## src/common/aoc_map.svh

```systemverilog
// constant map of the amplifier output configuration register
// assumes an 8-bit control port with byte addresses
`ifndef AOC_MAP_SVH
`define AOC_MAP_SVH
`define AOC_ADDR_CFG        8'h06
`define AOC_ADDR_RSVD       8'h07
`define AOC_CFG_RESET       8'h51
`define AOC_BIT_MONO        7
`define AOC_RATE_HI         6
`define AOC_RATE_LO         4
`define AOC_GAIN_HI         3
`define AOC_GAIN_LO         2
`define AOC_BIT_CHSEL       1
`define AOC_BIT_RSVD        0
`define AOC_RATE_RESET      3'h5
`define AOC_GAIN_RESET      2'h0
`endif

```

## src/common/aoc_pkg.sv

```systemverilog
// types of the amplifier output configuration block
// assumes aoc_map.svh for all numbers
package aoc_pkg;
	// control port request
	typedef struct packed {
		logic       wr;
		logic       rd;
		logic [7:0] addr;
		logic [7:0] wdata;
	} aoc_req_t;
	// decoded configuration toward the modulator
	typedef struct packed {
		logic       mono_bridge_select;
		logic       mono_source_channel;
		logic [1:0] gain_code;
		logic [4:0] switch_mult;
		logic       switch_halve;
	} aoc_cfg_t;
endpackage

```

## src/logic/aoc_cfg_reg.sv

```systemverilog
// amplifier output configuration register and its decoded controls
// assumes a control port front end giving single-cycle read/write strobes
`timescale 1ns/1ps
`include "aoc_map.svh"
module aoc_cfg_reg
(
	input  wire logic            core_clk,
	input  wire logic            srst,
	input  wire logic            clk_en,
	input  wire aoc_pkg::aoc_req_t req,
	input  wire logic            double_speed,
	output logic           [7:0] rdata,
	output logic                 rvalid,
	output aoc_pkg::aoc_cfg_t    cfg,
	output logic                 mono_sample_is_left
);
	import aoc_pkg::*;

	////////////////////////////////////////////////////////////////
	// register state
	logic [7:0] cfg_r;      // stored register
	logic [7:0] cfg_nxt;    // next value
	logic [7:0] rdata_r;    // read data
	logic [7:0] rdata_nxt;
	logic       rvalid_r;   // read answer pulse
	logic       rvalid_nxt;
	logic [4:0] mult;       // decoded multiple

	// next value: only an exact hit on the register address writes
	always_comb
	begin
		cfg_nxt    = cfg_r;
		rdata_nxt  = rdata_r;
		rvalid_nxt = 1'b0;
		if (req.wr && req.addr == `AOC_ADDR_CFG)
		begin
			cfg_nxt = req.wdata; // all bits stored, reserved too
		end
		if (req.rd)
		begin
			rvalid_nxt = 1'b1;
			// other addresses, the reserved one included, read zero
			if (req.addr == `AOC_ADDR_CFG)
				rdata_nxt = cfg_r;
			else
				rdata_nxt = 8'h00;
		end
	end

	// registers only; clock enable freezes everything but reset
	always_ff @(posedge core_clk)
	begin
		if (srst)
		begin
			cfg_r    <= `AOC_CFG_RESET;
			rdata_r  <= 8'h00;
			rvalid_r <= 1'b0;
		end
		else if (clk_en)
		begin
			cfg_r    <= cfg_nxt;
			rdata_r  <= rdata_nxt;
			rvalid_r <= rvalid_nxt;
		end
	end

	////////////////////////////////////////////////////////////////
	// decode toward the modulator
	aoc_rate_dec u_rate
	(
		.rate_code (cfg_r[`AOC_RATE_HI:`AOC_RATE_LO]),
		.mult      (mult)
	);

	// decoded controls; gain 11 passed through, host must avoid it
	always_comb
	begin
		cfg.mono_bridge_select  = cfg_r[`AOC_BIT_MONO];
		cfg.mono_source_channel = cfg_r[`AOC_BIT_CHSEL];
		cfg.gain_code           = cfg_r[`AOC_GAIN_HI:`AOC_GAIN_LO];
		cfg.switch_mult         = mult;
		cfg.switch_halve        = double_speed;
		// left only in mono with select set, else right
		mono_sample_is_left     = cfg_r[`AOC_BIT_MONO] & cfg_r[`AOC_BIT_CHSEL];
	end

	assign rdata  = rdata_r;
	assign rvalid = rvalid_r;

	////////////////////////////////////////////////////////////////
	// checks
	a_write_stores: assert property (@(posedge core_clk) disable iff (srst)
		clk_en && req.wr && req.addr == `AOC_ADDR_CFG |=> cfg_r == $past(req.wdata))
		else $error("write to config not stored");
	a_read_back: assert property (@(posedge core_clk) disable iff (srst)
		clk_en && req.rd && req.addr == `AOC_ADDR_CFG |=> rvalid && rdata == $past(cfg_r))
		else $error("read returned wrong value");
	a_other_no_write: assert property (@(posedge core_clk) disable iff (srst)
		req.wr && req.addr != `AOC_ADDR_CFG |=> $stable(cfg_r))
		else $error("config changed by other address");
	a_reset_value: assert property (@(posedge core_clk)
		srst |=> cfg_r == `AOC_CFG_RESET)
		else $error("bad reset value");
	a_mono_select: assert property (@(posedge core_clk) disable iff (srst)
		cfg.mono_bridge_select == cfg_r[7])
		else $error("mode select wrong");
	a_rate_default: assert property (@(posedge core_clk) disable iff (srst)
		cfg_r[6:4] == 3'h5 |-> cfg.switch_mult == 5'h10)
		else $error("rate decode wrong");
	a_source_left: assert property (@(posedge core_clk) disable iff (srst)
		cfg_r[7] && cfg_r[1] |-> mono_sample_is_left)
		else $error("left source not chosen");
	a_source_right: assert property (@(posedge core_clk) disable iff (srst)
		!cfg_r[1] |-> !mono_sample_is_left)
		else $error("right source not chosen");
	a_speed_halve: assert property (@(posedge core_clk) disable iff (srst)
		cfg.switch_halve == double_speed)
		else $error("halving not applied");
	a_gain_field: assert property (@(posedge core_clk) disable iff (srst)
		cfg.gain_code == cfg_r[3:2])
		else $error("gain field wrong");
	c_mono_write: cover property (@(posedge core_clk) req.wr && req.addr == 8'h06 && req.wdata[7]);
	c_read_cfg: cover property (@(posedge core_clk) rvalid && rdata != 8'h51);
	c_double_speed: cover property (@(posedge core_clk) double_speed && cfg.switch_mult == 5'h18);

	////////////////////////////////////////////////////////////////
	// further checks on the decode and the read path
	// the modulator fed by these controls lives outside this block
	// decode table, one property per code; a single table-driven check
	// would only mirror the decoder, so each code is pinned by hand
	a_rate_six: assert property (@(posedge core_clk) disable iff (srst)
		cfg_r[`AOC_RATE_HI:`AOC_RATE_LO] == 3'h0 |-> cfg.switch_mult == 5'h06)
		else $error("rate code 0 decoded wrong");
	a_rate_eight: assert property (@(posedge core_clk) disable iff (srst)
		cfg_r[`AOC_RATE_HI:`AOC_RATE_LO] == 3'h1 |-> cfg.switch_mult == 5'h08)
		else $error("rate code 1 decoded wrong");
	a_rate_ten: assert property (@(posedge core_clk) disable iff (srst)
		cfg_r[`AOC_RATE_HI:`AOC_RATE_LO] == 3'h2 |-> cfg.switch_mult == 5'h0A)
		else $error("rate code 2 decoded wrong");
	a_rate_twelve: assert property (@(posedge core_clk) disable iff (srst)
		cfg_r[`AOC_RATE_HI:`AOC_RATE_LO] == 3'h3 |-> cfg.switch_mult == 5'h0C)
		else $error("rate code 3 decoded wrong");
	a_rate_fourteen: assert property (@(posedge core_clk) disable iff (srst)
		cfg_r[`AOC_RATE_HI:`AOC_RATE_LO] == 3'h4 |-> cfg.switch_mult == 5'h0E)
		else $error("rate code 4 decoded wrong");
	a_rate_twenty: assert property (@(posedge core_clk) disable iff (srst)
		cfg_r[`AOC_RATE_HI:`AOC_RATE_LO] == 3'h6 |-> cfg.switch_mult == 5'h14)
		else $error("rate code 6 decoded wrong");
	a_rate_twentyfour: assert property (@(posedge core_clk) disable iff (srst)
		cfg_r[`AOC_RATE_HI:`AOC_RATE_LO] == 3'h7 |-> cfg.switch_mult == 5'h18)
		else $error("rate code 7 decoded wrong");

	// any code lands on an even multiple from 6 to 24; a bad decoder
	// entry shows up here even between writes
	a_mult_range: assert property (@(posedge core_clk) disable iff (srst)
		cfg.switch_mult >= 5'h06 && cfg.switch_mult <= 5'h18)
		else $error("switching multiple out of range");
	a_mult_even: assert property (@(posedge core_clk) disable iff (srst)
		!cfg.switch_mult[0])
		else $error("switching multiple odd");

	// channel routing: stereo never flags the left channel, and the
	// select bit reaches the modulator unchanged in every mode
	a_stereo_right: assert property (@(posedge core_clk) disable iff (srst)
		!cfg_r[`AOC_BIT_MONO] |-> !mono_sample_is_left)
		else $error("left source flagged in stereo");
	a_channel_field: assert property (@(posedge core_clk) disable iff (srst)
		cfg.mono_source_channel == cfg_r[`AOC_BIT_CHSEL])
		else $error("channel select not passed on");

	// read path: unmapped addresses answer zero, the answer is a single
	// pulse, and the data stays put until the next taken read
	a_other_reads_zero: assert property (@(posedge core_clk) disable iff (srst)
		clk_en && req.rd && req.addr != `AOC_ADDR_CFG |=> rvalid && rdata == 8'h00)
		else $error("unmapped read not zero");
	a_rvalid_pulse: assert property (@(posedge core_clk) disable iff (srst)
		clk_en && !req.rd |=> !rvalid)
		else $error("read answer longer than one cycle");
	a_rdata_hold: assert property (@(posedge core_clk) disable iff (srst)
		clk_en && !req.rd |=> $stable(rdata))
		else $error("read data moved without a read");

	// hold and freeze: only a taken write to the register moves it; a low
	// clock enable must also hold the read answer, or a paused host would
	// see a pulse it never asked for
	a_cfg_hold: assert property (@(posedge core_clk) disable iff (srst)
		!(clk_en && req.wr && req.addr == `AOC_ADDR_CFG) |=> $stable(cfg_r))
		else $error("config moved without a write");
	a_freeze_cfg: assert property (@(posedge core_clk) disable iff (srst)
		!clk_en |=> $stable(cfg_r))
		else $error("config moved while frozen");
	a_freeze_read: assert property (@(posedge core_clk) disable iff (srst)
		!clk_en |=> $stable(rvalid) && $stable(rdata))
		else $error("read answer moved while frozen");

	// reset: no stale answer survives, and the reserved bit comes back set
	// even if a host cleared it before the reset; reset is not gated by
	// the clock enable, so these hold with the block frozen as well
	a_reset_read: assert property (@(posedge core_clk)
		srst |=> !rvalid && rdata == 8'h00)
		else $error("read answer survived reset");
	a_reserved_reset: assert property (@(posedge core_clk)
		srst |=> cfg_r[`AOC_BIT_RSVD])
		else $error("reserved bit not set by reset");

	// further covers: a write refused by the clock enable, and the left
	// source in use
	c_freeze_write: cover property (@(posedge core_clk) !clk_en && req.wr);
	c_left_source: cover property (@(posedge core_clk) mono_sample_is_left);
endmodule

```

## src/logic/aoc_rate_dec.sv

```systemverilog
// switching rate decoder: code to multiple of the frame clock
// assumes a static code from the same clock domain
`timescale 1ns/1ps
module aoc_rate_dec
(
	input  wire logic [2:0] rate_code,
	output logic      [4:0] mult
);
	// fixed table of multiples
	always_comb
	begin
		case (rate_code)
			3'h0:    mult = 5'h06;
			3'h1:    mult = 5'h08;
			3'h2:    mult = 5'h0A;
			3'h3:    mult = 5'h0C;
			3'h4:    mult = 5'h0E;
			3'h5:    mult = 5'h10;
			3'h6:    mult = 5'h14;
			default: mult = 5'h18;
		endcase
	end
endmodule

```

## config.mk

```make
export PLATFORM = sky130hd
export DESIGN_NAME = aoc_cfg_reg
export DESIGN_NICKNAME = d
export VERILOG_FILES = /design/src/common/aoc_pkg.sv /design/src/logic/aoc_cfg_reg.sv /design/src/logic/aoc_rate_dec.sv
export VERILOG_INCLUDE_DIRS = /design/src /design/src/common
export SDC_FILE = /design/constraint.sdc
export NUM_CORES = 1
export LEC_CHECK = 0
export BUFFER_PORTS_ARGS = -buffer_cell sky130_fd_sc_hd__buf_4
export CORE_ASPECT_RATIO = 0.8
export CORE_MARGIN = 2
export CORE_UTILIZATION = 25
export CTS_CLUSTER_DIAMETER = 80
export DETAILED_ROUTE_END_ITERATION = 10
export GPL_TIMING_DRIVEN = 0
export PLACE_DENSITY = 0.51
export SYNTH_ARGS = -nofsm -noshare
export SYNTH_HDL_FRONTEND = slang
export SYNTH_HIERARCHICAL = 1
export SYNTH_SLANG_ARGS = --single-unit
```

## constraint.sdc

```tcl
create_clock -name core_clk -period 3.8 [get_ports core_clk]
set_clock_uncertainty 0.05 [all_clocks]
set_input_delay 0.57 -clock core_clk [delete_from_list [all_inputs] [get_ports core_clk]]
set_output_delay 0.57 -clock core_clk [all_outputs]
set_load 0.01 [all_outputs]
```

Yosys cells after proc, flatten, opt, wreduce, memory -nomap -nowiden
Index checks and enable logic that the tools add are counted.
- output and inout port bits: 20
- bits in registers: 17
- bits of input ports: 22
- bitwise gates (word level): 1
- mux-type cells: 3
- eq/ne operators: 7
- reduce and logical (&&, ||, !) cells: 4
- operator list (cell ; count):
    5-bit one-hot mux with 7 select lines ; 1
    3-bit equality test, second input constant ; 3
    8-bit by 3-bit equality test with 1-bit output, second input constant ; 1
    8-bit two-way mux ; 1
    3-bit by 2-bit equality test with 1-bit output, second input constant ; 2
    2-bit AND reduction ; 2
    3-bit by 1-bit equality test with 1-bit output, second input constant ; 1
    3-bit logical NOT ; 1
    1-bit AND ; 1
    1-bit logical AND ; 1
    1-bit two-way mux ; 1

Depth between registers and ports, before layout
- depth in word-level cells: 3
- gate-level depth with buffers: 4
- depth with buffers taken out: 3

By module
Netlist, hierarchy kept.
- by module, submodules not included (module ; cells an instance ; area an instance (um^2) ; times used):
    aoc_cfg_reg ; 82 ; 769.5 ; 1
    aoc_rate_dec ; 9 ; 62.6 ; 1

Least setup slack after synthesis
No wires, ideal clock.
- path kind: input to register
- from: input req[15] in the netlist's numbering
- to: register cfg_r[0]
- arrival: 1539 ps
- setup time: 72 ps
- required time: 3678 ps
- stages: 4
- path buffers: 1
- setup slack: 2140 ps
- cell sequence: nor4b_4 -> and4_1 -> buf_6 -> mux2i_1
- cells in the longest elaborated chain, start to end: 3
- RTL lines (element ; line ; text):
    start, declared ; aoc_cfg_reg.sv:10 ; input wire aoc_pkg::aoc_req_t req,
    8-bit by 3-bit equality test with 1-bit output (no line) ; n/a ;
    1-bit logical AND (no line) ; n/a ;
    2-bit AND reduction (no line) ; n/a ;
    end signal, assigned ; aoc_cfg_reg.sv:55 ; cfg_r <= `AOC_CFG_RESET;
    end signal, assigned ; aoc_cfg_reg.sv:61 ; cfg_r <= cfg_nxt;
    end, declared ; aoc_cfg_reg.sv:21 ; logic [7:0] cfg_r;
No other way between the ends.
A chain may end at the register's enable or synchronous reset.

Worst setup path in the final report
- from: input req[15] in the netlist's numbering
- to: register cfg_r[2]
Same word-level chain as after synthesis.

==> reports/qor.yml <==
die_y_um: 55.6
drv_cap: 0
ctsResizeCount: 0
clkLatencyLatePin_ns: 0.25
synth-seq-cells: 17
crit_required_ns: 3.93
status: "completed"
yosys.area_share.adder_pct: 0
n_antenna_cell: 0
grt-ovfl-total: 0
synthTopCellsByArea: "dfxtp_1, mux2i_1, nand2b_1, a21oi_1, nand4_1"
grt_antenna_before_repair: 0
finalSetupTns_ns: 0
yosys-top-cells-count: "dfxtp_1, nand2b_1, a21oi_1"
syn_area_um2: 832
muxShareOfSynthArea_pct: 9.62
fin_crit_sh_pct: 46.3
final_antenna_net_count: 0
numCtsBuffers: 3
r2r_cells: 2
worstHoldPathCells: 2
drive_gt1_share_pct: 38.1
finalSetupViolCount: 0
coreArea_um2: 3130
yosysUniqueCellTypes: 20
synth_xor_area_share_pct: 2.11
start_util_pct: 26.6
peakVddDrop_mv: 0.140
end_kind: "flip-flop"
synth_ff_type: "dfxtp_1"
vias: 772
drc: 0
cts_tree: "done"
grt_usage_pct: 12.6
worst_pin_slew_ns: 0.562
cts_setup_buffers: 0
clock_path_buffers: 2
htree_levels: 1
dr.pass1.iters: 4
synth_top_family_by_area: "simple AND/OR/NAND/NOR gates"
seq_area_frac_synth_pct: 40.9
critPathLaunchType: "input port"
grt_pass1_wl_um: 3590
min_to: "rdata[3]$_SDFFE_PP0P_"
synthSimpleGateAreaFrac_pct: 31.0
fmax_ghz: 0.568
final-hold-violation-count: 0
r2r-end: "rdata[6]$_SDFFE_PP0P_"
power_mw: 0.352
critPathMaxFanout: 9
path_clk_slew_ns: 0.06
gp_congestion: 0.700
wl_per_cell_um: 12.0
detailed_place_hpwl_um: 1570
drt_wl_total_um: 2090
port-buffer-count: 39
hp-start: "rdata[3]$_SDFFE_PP0P_"
nFillCells: 342
routed_via_density: 4.44
pwr_density_cell_nw_per_um2: 289
slew_headroom_pct: 62.4
grt_max_degree: 11
io_pins: 42
finalMaxSlewViolations: 0
nets: 157
grt_pass1_vias: 796
async_flop_share_pct: 0
dieArea_um2: 3810
synth_cells: 91
crit_arrival_ns: 1.89
die_w_um: 68.5
synth.avg_cell_area_um2: 9.14
min_period_ns: 1.76
yosysMostFrequentCell: "dfxtp_1"
clock-sinks: 17
rsz0062_at_grt: "no"
yosysTopAreaCellShare_pct: 40.9
rows: 18
synth_top_cell_by_area: "dfxtp_1"
power.leakage_nw: 0.499
synth_compound_area_share_pct: 7.82
hold_class: "flip-flop to flip-flop"
ys_warn_count: 6
r2r_setup_slack_ns: 2.92
cts.hold.buffers_added: 0
drtIter0Drc: 19
root_buffer: "clkbuf_8"
areaGrowthSynthToFinish_pct: 46.6
crit_type: "input port to flip-flop"
r2r_start: "cfg_r[6]$_SDFFE_PP1P_"
synth_edf_count: 0
synth_fp_nets: 113
## worst max-delay path, stage by stage
cell and delay, ns:
buf_4 0.12, nor4b_4 0.55, and4_1 0.30, buf_6 0.16, mux2i_1 0.19
## routing by layer
metal | part of all wire (%) | vias to the layer above | track usage, %
li1 | - | 392 | -
met3 | 8.1 | 2 | 4.45
met1 | 44 | 349 | 16.5
met5 | 0 | - | 0
met4 | 1.4 | 0 | 4.29
met2 | 47 | 29 | 18.8
## where the power goes
group | leakage, nW | internal (mW) | switching, mW
clock network | 0.0228 | 0.0744 | 0.0609
registers | 0.137 | 0.179 | 0.000403
logic | 0.339 | 0.0216 | 0.0160
## flip-flops by register name, indices dropped and copies added, names as in the netlist
| register | count |
|---|---|
| cfg_r | 8 |
| rvalid | 1 |
| rdata | 8 |
## cells by family after synthesis
group,Yosys count
compound gates,12
buf+inv,10
mux,8
xor+xnor,2
flops,17
simple gates,41
other cells,1
## per-stage QoR
stage                     utilization [%]  std cells  setup WS, ns  hold WS (ns)  instance area (µm²)
final                                39.0        174          2.04         0.405                 1220
after global routing                 39.0        174          1.93         0.436                 1220
after detailed placement             37.5        170          1.78         0.399                 1170
after CTS                            39.0        174          2.02         0.408                 1220
after global placement               37.5        170          1.82         0.395                 1170
after floorplan                         -         91          2.14         0.401                  832
## worst max path at each step
| stage | startpoint | endpoint | slack [ns] | depth (start not counted) |
|---|---|---|---|---|
| after floorplan | req[15] | cfg_r[0]$_SDFFE_PP1P_ | 2.14 | 4 |
| after global placement | req[15] | cfg_r[3]$_SDFFE_PP0P_ | 1.82 | 5 |
| after detailed placement | req[15] | cfg_r[7]$_SDFFE_PP0P_ | 1.78 | 5 |
| after CTS | cfg_r[5]$_SDFFE_PP0P_ | cfg[3] | 2.02 | 3 |
| after global routing | req[15] | cfg_r[2]$_SDFFE_PP0P_ | 1.93 | 5 |
| final | req[15] | cfg_r[2]$_SDFFE_PP0P_ | 2.04 | 5 |
## layout by cell type (no fill, tap or decap)
master,netlist,layout
xor2_1,1,1
nand3b_1,1,1
mux2i_1,8,8
o21a_1,2,2
buf_6,1,1
nand4_1,8,8
a21oi_1,10,10
nor2b_1,1,1
nor2_1,6,6
conb_1,1,1
and2_1,1,1
xnor2_1,1,1
nand2b_1,11,11
and4_1,1,1
and2_0,1,1
dfxtp_1,17,17
nand2_1,9,9
clkbuf_8,0,3
clkbuf_1,3,4
nor4b_4,2,2
buf_4,6,45
## area by class of cell
cell class | instances | area [µm²] | area share [%]
clock buffers | 4 | 45.0 | 3.69
plain buffers | 10 | 67.6 | 5.54
multi-input cells | 64 | 424 | 34.8
well taps | 40 | 50.0 | 4.10
repair buffers | 39 | 293 | 24.0
flip-flops and latches | 17 | 340 | 27.9
Note: power is estimated with default switching activity, not from simulation.
